`config.mk`:
```
export PLATFORM = sky130hd
export DESIGN_NAME = ahtc_core
export DESIGN_NICKNAME = d
export VERILOG_FILES = /design/src/verilog/ahtc_pkg.sv /design/src/verilog/ahtc_core.sv
export SDC_FILE = /design/constraint.sdc
export NUM_CORES = 1
export LEC_CHECK = 0
export BUFFER_PORTS_ARGS = -buffer_cell sky130_fd_sc_hd__buf_2
export CAP_MARGIN = 10
export CORE_AREA = 2 2 117 175
export CTS_CLUSTER_DIAMETER = 80
export CTS_CLUSTER_SIZE = 8
export DETAILED_ROUTE_END_ITERATION = 6
export DIE_AREA = 0 0 119 177
export GPL_ROUTABILITY_DRIVEN = 0
export PLACE_DENSITY = 0.68
export SLEW_MARGIN = 20
export SYNTH_ARGS = -nofsm -noshare
export SYNTH_HDL_FRONTEND = slang
export SYNTH_SLANG_ARGS = --single-unit
```
`constraint.sdc`:
```
create_clock -name clock -period 6.2 [get_ports clock]
set_input_delay 1.24 -clock clock [delete_from_list [all_inputs] [get_ports clock]]
set_output_delay 1.24 -clock clock [all_outputs]
set_load 0.01 [all_outputs]
```
`src/verilog/ahtc_pkg.sv`:
```
// Package with constants and carrier types for the angle hysteresis and turns counter
package ahtc_pkg;
    // ============================================================
    // Widths
    localparam int ANGLE14_W = 14;
    localparam int ANGLE12_W = 12;
    localparam int ACC_W = 21;
    localparam int TURNS_W = 12;
    localparam int HYS_W = 6;
    // ============================================================
    // Register offsets
    localparam logic [5:0] TURN_COUNT_READOUT_OFFSET = 6'h2C;
    // ============================================================
    // Field positions and counts
    localparam int TURNS_LSB_180 = 11;
    localparam int TURNS_LSB_45 = 9;
    localparam logic [ACC_W-1:0] CODES_PER_TURN_180 = 21'h00_0800;
    localparam logic [ACC_W-1:0] CODES_PER_TURN_45 = 21'h00_0200;
    // ============================================================
    // Reset values
    localparam logic RESET_DIRECTION = 1'b0;
    localparam logic [ANGLE14_W-1:0] RESET_ANGLE = 14'h0000;
    localparam logic [ACC_W-1:0] RESET_ACC = 21'h00_0000;
    // Start modes
    typedef enum logic [1:0]
    {
        START_ZERO_A = 2'b00,
        START_ZERO_B = 2'b01,
        START_ANGLE = 2'b10,
        START_BOUNDARY = 2'b11
    } ahtc_start_type;
    // Sequencer states
    typedef enum logic [1:0]
    {
        ST_IDLE = 2'b00,
        ST_INIT = 2'b01,
        ST_RUN = 2'b10
    } ahtc_state_type;
    // Whole block state
    typedef struct packed
    {
        ahtc_state_type state;
        logic head_direction;
        logic [ANGLE14_W-1:0] head_angle;
        logic [ANGLE14_W-1:0] held_angle;
        logic [ANGLE14_W-1:0] prev_angle;
        logic [ACC_W-1:0] acc;
        logic [TURNS_W-1:0] turns;
        logic [23:0] total_position;
        logic [11:0] held_angle_out;
    } ahtc_regs_type;
endpackage : ahtc_pkg

```
`src/verilog/ahtc_core.sv`:
```
// Angle hysteresis stage and multi-turn position accumulator
`timescale 1ns/10ps
module ahtc_core
(
    input wire logic clock,
    input wire logic rstn,
    input wire logic clock_enable,
    input wire logic builtin_logic_selftest,
    input wire logic angle_valid,
    input wire logic [13:0] compensated_angle,
    input wire logic [13:0] zero_cross_path,
    input wire logic turns_source_select,
    input wire logic [5:0] hysteresis_width,
    input wire logic [1:0] start_mode,
    input wire logic fine_turn_mode,
    input wire logic [5:0] reg_address,
    output logic [13:0] angle_out,
    output logic [11:0] held_angle_out,
    output logic head_direction,
    output logic [20:0] position_accumulator,
    output logic [11:0] turn_count_readout,
    output logic [23:0] total_position,
    output logic [15:0] reg_read_data,
    output logic running
);
    // ============================================================
    // State
    ahtc_pkg::ahtc_regs_type r;
    ahtc_pkg::ahtc_regs_type next_r;
    logic [13:0] turn_angle;
    logic [13:0] hys_delta;
    logic [13:0] turn_delta;
    logic [13:0] tail_angle;
    logic [20:0] next_acc_calc;
    logic [20:0] init_acc;
    logic [11:0] turns_calc;
    logic [11:0] angle12;

    // Turn source selection
    assign turn_angle = turns_source_select ? compensated_angle : zero_cross_path;

    // Signed wrap-around differences, two's complement modulo 2^14
    assign hys_delta = compensated_angle - r.head_angle;
    assign turn_delta = turn_angle - r.prev_angle;
    assign next_acc_calc = r.acc + {{9{turn_delta[13]}}, turn_delta[13:2]};

    // Window tail opposite the head
    always_comb
    begin
        tail_angle = r.head_direction ?
            (r.head_angle + {8'h00, hysteresis_width}) :
            (r.head_angle - {8'h00, hysteresis_width});
    end

    // Accumulator start value per start mode
    always_comb
    begin
        init_acc = ahtc_pkg::RESET_ACC;
        case (ahtc_pkg::ahtc_start_type'(start_mode))
            ahtc_pkg::START_ZERO_A: init_acc = ahtc_pkg::RESET_ACC;
            ahtc_pkg::START_ZERO_B: init_acc = ahtc_pkg::RESET_ACC;
            ahtc_pkg::START_ANGLE: init_acc = {9'h000, turn_angle[13:2]};
            ahtc_pkg::START_BOUNDARY:
            begin
                // Offset past nearest lower 180 or 45 degree boundary
                if (fine_turn_mode)
                    init_acc = {12'h000, turn_angle[10:2]};
                else
                    init_acc = {10'h000, turn_angle[12:2]};
            end
            default: init_acc = ahtc_pkg::RESET_ACC;
        endcase
    end

    // Turn count extraction, sign-extended in coarse mode
    always_comb
    begin
        if (fine_turn_mode)
            turns_calc = next_r.acc[20:9];
        else
            turns_calc = {{2{next_r.acc[20]}}, next_r.acc[20:11]};
    end

    // Next-state logic
    always_comb
    begin
        next_r = r;
        case (r.state)
            ahtc_pkg::ST_IDLE:
            begin
                if (angle_valid)
                    next_r.state = ahtc_pkg::ST_INIT;
            end
            ahtc_pkg::ST_INIT:
            begin
                if (angle_valid)
                begin
                    // Window sits behind the first angle, direction increasing
                    next_r.head_direction = ahtc_pkg::RESET_DIRECTION;
                    next_r.head_angle = compensated_angle;
                    next_r.held_angle = compensated_angle;
                    next_r.prev_angle = turn_angle;
                    next_r.acc = init_acc;
                    next_r.state = ahtc_pkg::ST_RUN;
                end
            end
            ahtc_pkg::ST_RUN:
            begin
                if (angle_valid)
                begin
                    next_r.prev_angle = turn_angle;
                    next_r.acc = next_acc_calc;
                    if (!r.head_direction && !hys_delta[13] && hys_delta != 14'h0000)
                    begin
                        // Advancing in reference direction
                        next_r.head_angle = compensated_angle;
                        next_r.held_angle = compensated_angle;
                    end
                    else if (r.head_direction && hys_delta[13])
                    begin
                        next_r.head_angle = compensated_angle;
                        next_r.held_angle = compensated_angle;
                    end
                    else if ((r.head_direction ?
                        (compensated_angle - tail_angle) :
                        (tail_angle - compensated_angle)) < 14'h2000 &&
                        compensated_angle != tail_angle)
                    begin
                        // Left beyond tail: flip head and direction
                        next_r.head_direction = ~r.head_direction;
                        next_r.head_angle = compensated_angle;
                        next_r.held_angle = compensated_angle;
                    end
                    // Inside window head and output hold
                end
            end
            default: next_r.state = ahtc_pkg::ST_IDLE;
        endcase
        next_r.turns = turns_calc;
        angle12 = next_r.held_angle[13:2];
        next_r.held_angle_out = angle12;
        // Revolutions take the accumulator sign, not a turn-count bit
        next_r.total_position = {{3{next_r.acc[20]}},
            next_r.acc[20:12], angle12};
    end

    // State register
    always_ff @(posedge clock)
    begin
        if (!rstn || builtin_logic_selftest)
        begin
            r.state <= ahtc_pkg::ST_INIT;
            r.head_direction <= ahtc_pkg::RESET_DIRECTION;
            r.head_angle <= ahtc_pkg::RESET_ANGLE;
            r.held_angle <= ahtc_pkg::RESET_ANGLE;
            r.prev_angle <= ahtc_pkg::RESET_ANGLE;
            r.acc <= ahtc_pkg::RESET_ACC;
            r.turns <= 12'h000;
            r.total_position <= 24'h00_0000;
            r.held_angle_out <= 12'h000;
        end
        else if (clock_enable)
        begin
            r <= next_r;
        end
    end

    // Register read port
    always_ff @(posedge clock)
    begin
        if (!rstn)
            reg_read_data <= 16'h0000;
        else if (clock_enable)
            reg_read_data <= (reg_address == ahtc_pkg::TURN_COUNT_READOUT_OFFSET) ?
                {4'h0, next_r.turns} : 16'h0000;
    end

    // Outputs from flip-flops; running is decoded from the state register
    assign angle_out = r.held_angle;
    assign held_angle_out = r.held_angle_out;
    assign head_direction = r.head_direction;
    assign position_accumulator = r.acc;
    assign turn_count_readout = r.turns;
    assign total_position = r.total_position;
    assign running = (r.state == ahtc_pkg::ST_RUN);

    // ============================================================
    // Assertions
    a_dir_after_reset: assert property (@(posedge clock)
        $past(!rstn) |-> !head_direction) else $error("Direction not zero after reset");
    a_selftest_clear: assert property (@(posedge clock)
        builtin_logic_selftest |=> !head_direction && position_accumulator == 21'h00_0000)
        else $error("Self-test did not clear state");
    a_turns_fine_map: assert property (@(posedge clock) disable iff (!rstn)
        fine_turn_mode && $stable(fine_turn_mode) |-> turn_count_readout == position_accumulator[20:9])
        else $error("Fine turn count mismatch");
    a_turns_coarse_map: assert property (@(posedge clock) disable iff (!rstn)
        !fine_turn_mode && $stable(fine_turn_mode) |->
        turn_count_readout[9:0] == position_accumulator[20:11]) else $error("Coarse turn mismatch");
    a_held_angle_12: assert property (@(posedge clock) disable iff (!rstn)
        held_angle_out == angle_out[13:2]) else $error("Held angle mismatch");
    a_hold_inside: assert property (@(posedge clock) disable iff (!rstn || builtin_logic_selftest)
        running && clock_enable && angle_valid && compensated_angle == r.head_angle |=>
        $stable(angle_out)) else $error("Output moved inside window");
    a_follow_up: assert property (@(posedge clock) disable iff (!rstn || builtin_logic_selftest)
        running && clock_enable && angle_valid && !head_direction &&
        compensated_angle == r.head_angle + 14'h0001 |=> angle_out == $past(compensated_angle))
        else $error("Output did not follow");
    a_acc_step: assert property (@(posedge clock) disable iff (!rstn || builtin_logic_selftest)
        running && clock_enable && angle_valid |=> position_accumulator == $past(next_acc_calc))
        else $error("Accumulator step wrong");
    a_freeze_acc: assert property (@(posedge clock) disable iff (!rstn || builtin_logic_selftest)
        !clock_enable |=> $stable(position_accumulator)) else $error("Accumulator moved while frozen");
    a_total_low: assert property (@(posedge clock) disable iff (!rstn)
        total_position[11:0] == held_angle_out) else $error("Total position angle wrong");
    a_total_sign: assert property (@(posedge clock) disable iff (!rstn)
        total_position[23:21] == {3{position_accumulator[20]}}) else $error("Total position sign wrong");
endmodule : ahtc_core

```
== Word-level counts from Yosys, hierarchy flattened ==
Cells that the tools add are included.

* Reduce and logical (&&, ||, !) cells: 17
* Add/subtract/negate cells: 7
* Bitwise gates (word level): 2
* Eq/ne operators: 14
* Magnitude comparators: 1
* Mux-type cells: 17

{| class="wikitable"
|+ Operator list
! operator !! count
|-
| $pmux 64 s2 || 1
|-
| $mux 66 || 1
|-
| $mux 64 || 1
|-
| $pmux 21 s3 || 1
|-
| $mux 28 || 2
|-
| $sub 14x14->14 || 4
|-
| $mux 14 || 3
|-
| $mux 29 || 1
|-
| $mux 11 || 2
|-
| $add 21x21->21 || 1
|-
| $add 14x6->14 || 1
|-
| $lt 14x14->1 const B || 1
|-
| $ne 14x14->1 || 1
|-
| $reduce_bool 14->1 || 1
|-
| $sub 14x6->14 || 1
|-
| $mux 12 || 1
|-
| $ne 2x2->1 const B || 5
|-
| $reduce_and 4->1 || 2
|-
| $reduce_and 7->1 || 1
|-
| $eq 2x2->1 const B || 3
|-
| $eq 6x6->1 const B || 1
|-
| $pmux 2 s3 || 1
|-
| $reduce_and 5->1 || 1
|-
| $eq 2x1->1 const B || 2
|-
| other kinds (11) || 19
|}

* Logic and storage cells: 69
* Register bits: 115
* Output and inout bits: 101

== Logic depth before layout (Yosys ltp) ==
* Word-level depth: 13
* Mapped depth: 25
* Depth with buffers taken out: 24

== Worst setup path after synthesis ==
No wires, ideal clock.

* Kind: input-to-reg
* Start point: input port hysteresis_width[3]
* End point: register r[100] in the netlist's numbering
* Data arrival time: 6.397 ns
* Stages on the path: 22
* Path buffers: 1
* Data required time: 6.139 ns
* Setup slack: -0.257 ns
* Cell sequence: or3_1 -> nor3_1 -> ha_1 -> mux2_2 -> ha_1 -> o21ai_0 -> a21boi_0 -> o21ai_0 -> a21oi_1 -> o41ai_1 -> xnor2_1 -> ha_1 -> and4_1 -> and3_1 -> a211o_1 -> a2111oi_0 -> or3_1 -> mux2_2 -> a21oi_4 -> a2111oi_2 -> buf_6 -> a32o_1

* Cells in the longest elaborated chain, start to end: 8

{| class="wikitable"
|+ RTL lines
! element !! line !! RTL
|-
| start: declaration || ahtc_core.sv:13 || <nowiki>input wire logic [5:0] hysteresis_width,</nowiki>
|-
| $sub 14x6->14 or $add 14x6->14 (tied branches) || ahtc_core.sv:52, ahtc_core.sv:51 ||
|-
| $mux 14 (*) || ahtc_core.sv:50 || <nowiki>tail_angle = r.head_direction ?</nowiki>
|-
| $sub 14x14->14, on equally long branches || ahtc_core.sv:126, ahtc_core.sv:125 ||
|-
| $mux 14 || ahtc_core.sv:124 || <nowiki>else if ((r.head_direction ?</nowiki>
|-
| $lt 14x14->1 || ahtc_core.sv:126 || <nowiki>(tail_angle - compensated_angle)) < 14'h2000 &&</nowiki>
|-
| $logic_and 1x1->1 (*) || ahtc_core.sv:126 ||
|-
| $ne 4x1->1 (no line) (*) || - ||
|-
| $reduce_and 5->1 (no line) (*) || - ||
|-
| end signal: assignment || ahtc_core.sv:164 || <nowiki>r <= next_r;</nowiki>
|-
| end: declaration || ahtc_core.sv:28 || <nowiki>ahtc_pkg::ahtc_regs_type r;</nowiki>
|}

Mark *: on every way between the ends. The rest lies on a longest branch, timed or not.
A chain may end at the register's enable or synchronous reset.

==> results.sh <==
export IMPL_die_area_sq_um=21100
export IMPL_synthSimpleGateAreaFrac_pct=16.6
export IMPL_pwr_share_seq_pct=31.3
export IMPL_synthAdderAreaFrac_pct=13.7
export IMPL_clk_latency_ns=0.36
export IMPL_syn_to_final_growth_pct=15.2
export IMPL_comb_power_share_pct=35.6
export IMPL_hold_path_class="reg2reg"
export IMPL_dp_cells=1449
export IMPL_end_kind="flip-flop"
export IMPL_whs_path_depth=2
export IMPL_ys_types=83
export IMPL_synth_xor_area_share_pct=4.14
export IMPL_syn_area_sq_um=8640
export IMPL_dp_slack_ns=-0.598
export IMPL_antenna_found_initial=0
export IMPL_vias=8403
export IMPL_diodes=0
export IMPL_yosys_warnings=0
export IMPL_hold_viol_final=0
export IMPL_wl_microns=25700
export IMPL_grt_pass1_wl_microns=40500
export IMPL_worst_slack_ns=0.139
export IMPL_synth_compound_area_share_pct=27.9
export IMPL_finalCritPeriodShare_pct=97.8
export IMPL_synth_seq_cells=87
export IMPL_min_from="reg_read_data[9]$_SDFFE_PN0P_"
export IMPL_globalRouteOverflowTotal=0
export IMPL_io_pins=150
export IMPL_via_per_inst=5.71
export IMPL_synth_largest_area_cell="dfxtp_1"
export IMPL_setup_viol=0
export IMPL_layout_nets=1348
export IMPL_synth_mux_area_share_pct=4.07
export IMPL_slew_headroom_pct=34.8
export IMPL_min_to="reg_read_data[9]$_SDFFE_PN0P_"
export IMPL_avgSynthCellArea_sq_um=7.89
export IMPL_critPathLaunchType="input pin"
export IMPL_netlist_instances=1095
export IMPL_rrSetupSlack_ns=0.96
export IMPL_leakagePower_nw=4.53
export IMPL_first_global_vias=8232
export IMPL_max_freq_mhz=165
export IMPL_start_util_pct=44.0
export IMPL_synth_edf_count=0
export IMPL_synth_area_top_cells="dfxtp_1 (20%), ha_1 (13%), buf_4 (7.6%), a21oi_1 (4.2%), inv_1 (3.4%)"
export IMPL_grt_use_total_pct=23.7
export IMPL_drcViolationCount=0
export IMPL_cts_sinks=87
export IMPL_antenna_left=0
export IMPL_cts_root_buf="clkbuf_16"
export IMPL_dpl_instance_area_sq_um=9480
export IMPL_place_port_buffers=145
export IMPL_p_sw_mw=0.631
export IMPL_clk_pin_slew_worst_paths_ns=0.07
export IMPL_drv_slew=0
export IMPL_stdcell_count=1471
export IMPL_fillers=1888
export IMPL_path_class="in2reg"
export IMPL_finish_utilization_pct=50.7
export IMPL_synth_top_family_by_area="compound AO/OA/AOI/OAI gates"
export IMPL_synthArstFlopShare_pct=0
export IMPL_dp_hpwl_microns=19800
export IMPL_first_pass_iters=5
export IMPL_cts_buffer_depth=2
export IMPL_fp_row_count=63
export IMPL_worstMarginPinSlew_ns=0.978
export IMPL_max_cap_violations=0
export IMPL_synth_most_common_cell="ha_1"
export IMPL_critical_path_required_ns=6.45
export IMPL_critPathArrivalTime_ns=6.31
export IMPL_wl_per_cell_microns=17.5
export IMPL_die_y_microns=177
export IMPL_vdd_drop_max_mv=0.111
export IMPL_fin_worst_skew_ns=0.0102
export IMPL_finalPower_mw=1.85
export IMPL_status="finished clean"
export IMPL_path_max_fanout=5
export IMPL_synth_yosys_seq_area_share_pct=20.2
export IMPL_cts_htree_levels=3
export IMPL_synth_top_cell_area_share_pct=20.2
export IMPL_power_density_nw_per_um2=186
export IMPL_core_area_sq_um=19600
export IMPL_r2r_start="head_direction$_SDFFE_PP0P_"
export IMPL_drive_gt1_share_pct=24.6
export IMPL_swShare_pct=34.1
export IMPL_internal_power_mw=1.22
export IMPL_pwr_share_clk_pct=33.1
export IMPL_die_w_microns=119
export IMPL_drt_iter0_drc=394
export IMPL_postLayoutCellArea_sq_um=9950
export IMPL_fin_crit_ns=6.06
export IMPL_synth_top_flop_cell="dfxtp_1"
export IMPL_cts_tree="done"
export IMPL_r2r_cells=23
export IMPL_grt_max_degree=44
export IMPL_numCtsBuffers=9
export IMPL_yosys_top_cells_count="ha_1 (90), buf_4 (88), dfxtp_1 (87), inv_1 (79), nor2_1 (79)"
-- cell type report --
type	instances	area (sq um)	share of cell area, %
clock inverter	7	101	1.02
timing repair buffer	228	1390	14.0
sequential	87	1740	17.5
clock buffer	9	225	2.26
multi-input combinational	800	5860	58.9
inverter	80	300	3.02
tap	260	325	3.27
-- cells in the final DEF (no fill, tap or decap), types with 18 or more instances in the layout --
master | netlist | routed
dfxtp_1 | 87 | 87
nand2_1 | 77 | 77
buf_4 | 88 | 78
o21a_1 | 24 | 24
a211oi_1 | 18 | 18
nor2_1 | 79 | 79
inv_1 | 79 | 79
o21ai_0 | 56 | 52
ha_1 | 90 | 90
buf_2 | 2 | 145
a21oi_1 | 72 | 70
xnor2_1 | 24 | 24
nor3_1 | 22 | 21
a21o_1 | 18 | 18
nand3_1 | 32 | 32
-- routing by layer --
layer / share of wire (%) / global-route usage, %
met4: 5.1 / 13.6
met3: 3.6 / 2.22
met1: 40 / 26.4
met5: 0 / 0
met2: 51 / 43.7
-- logic make-up (layout without fill, tap and decap cells) --
family | after synthesis | after routing
and+or+nand+nor | 294 | 294
other | 1 | 4
adders and majority gates | 93 | 93
xor gates and xnor gates | 40 | 40
AOI/OAI and AO/OA | 338 | 338
buffers and inverters | 211 | 324
DFF | 87 | 87
muxes | 31 | 31
-- worst max-delay path: stages --
cell	delay [ns]
buf_2	0.11
or3_4	0.40
nor3_4	0.20
ha_1	0.25
mux2_2	0.26
ha_1	0.30
o21ai_2	0.08
a21boi_1	0.10
o21ai_1	0.24
a21oi_2	0.11
o41ai_2	0.38
xnor2_1	0.13
ha_1	0.33
and4_1	0.23
and3_1	0.21
a211o_1	0.20
a21oi_1	0.10
or3_1	0.34
mux2_4	0.30
buf_4	0.14
a21o_4	0.21
mux2_4	0.30
o21a_1	0.16
-- power by group through the flow --
stage | clock network, mW | logic [mW] | registers (mW)
4_1_cts | 0.622 | 0.629 | 0.579
3_5_place_dp | 0 | 0.625 | 0.592
2_1_floorplan | 0 | 0.439 | 0.589
6_report | 0.614 | 0.659 | 0.580
3_3_place_gp | 0 | 0.616 | 0.592
5_1_grt | 0.641 | 0.728 | 0.581
-- worst max-delay path by stage --
stage | from | to | cells after the start
2_1_floorplan | hysteresis_width[3] | flip-flop | 22
3_3_place_gp | hysteresis_width[3] | r[101]$_SDFFE_PP0P_ | 22
3_5_place_dp | hysteresis_width[3] | r[99]$_SDFFE_PP0P_ | 22
4_1_cts | hysteresis_width[3] | flip-flop | 23
5_1_grt | hysteresis_width[3] | flip-flop | 23
6_report | hysteresis_width[3] | flip-flop | 23
-- repair_timing --
item,CTS,global route
pin swaps,1,12
hold endpoints to repair,0,0
hold buffers,0,0
endpoints found under the setup margin,20,27
setup buffers,1,5
gates resized for setup,1,20
-- per-stage QoR --
| stage | setup TNS (ns) | hold slack [ns] |
|---|---|---|
| CTS | 0 | 0.452 |
| detailed placement | -12.77 | 0.443 |
| finish | 0 | 0.454 |
| global route | -0.0481 | 0.473 |
| global placement | -7.66 | 0.438 |
| floorplan | 0 | 0.432 |
(Power assumes the default switching activity.)
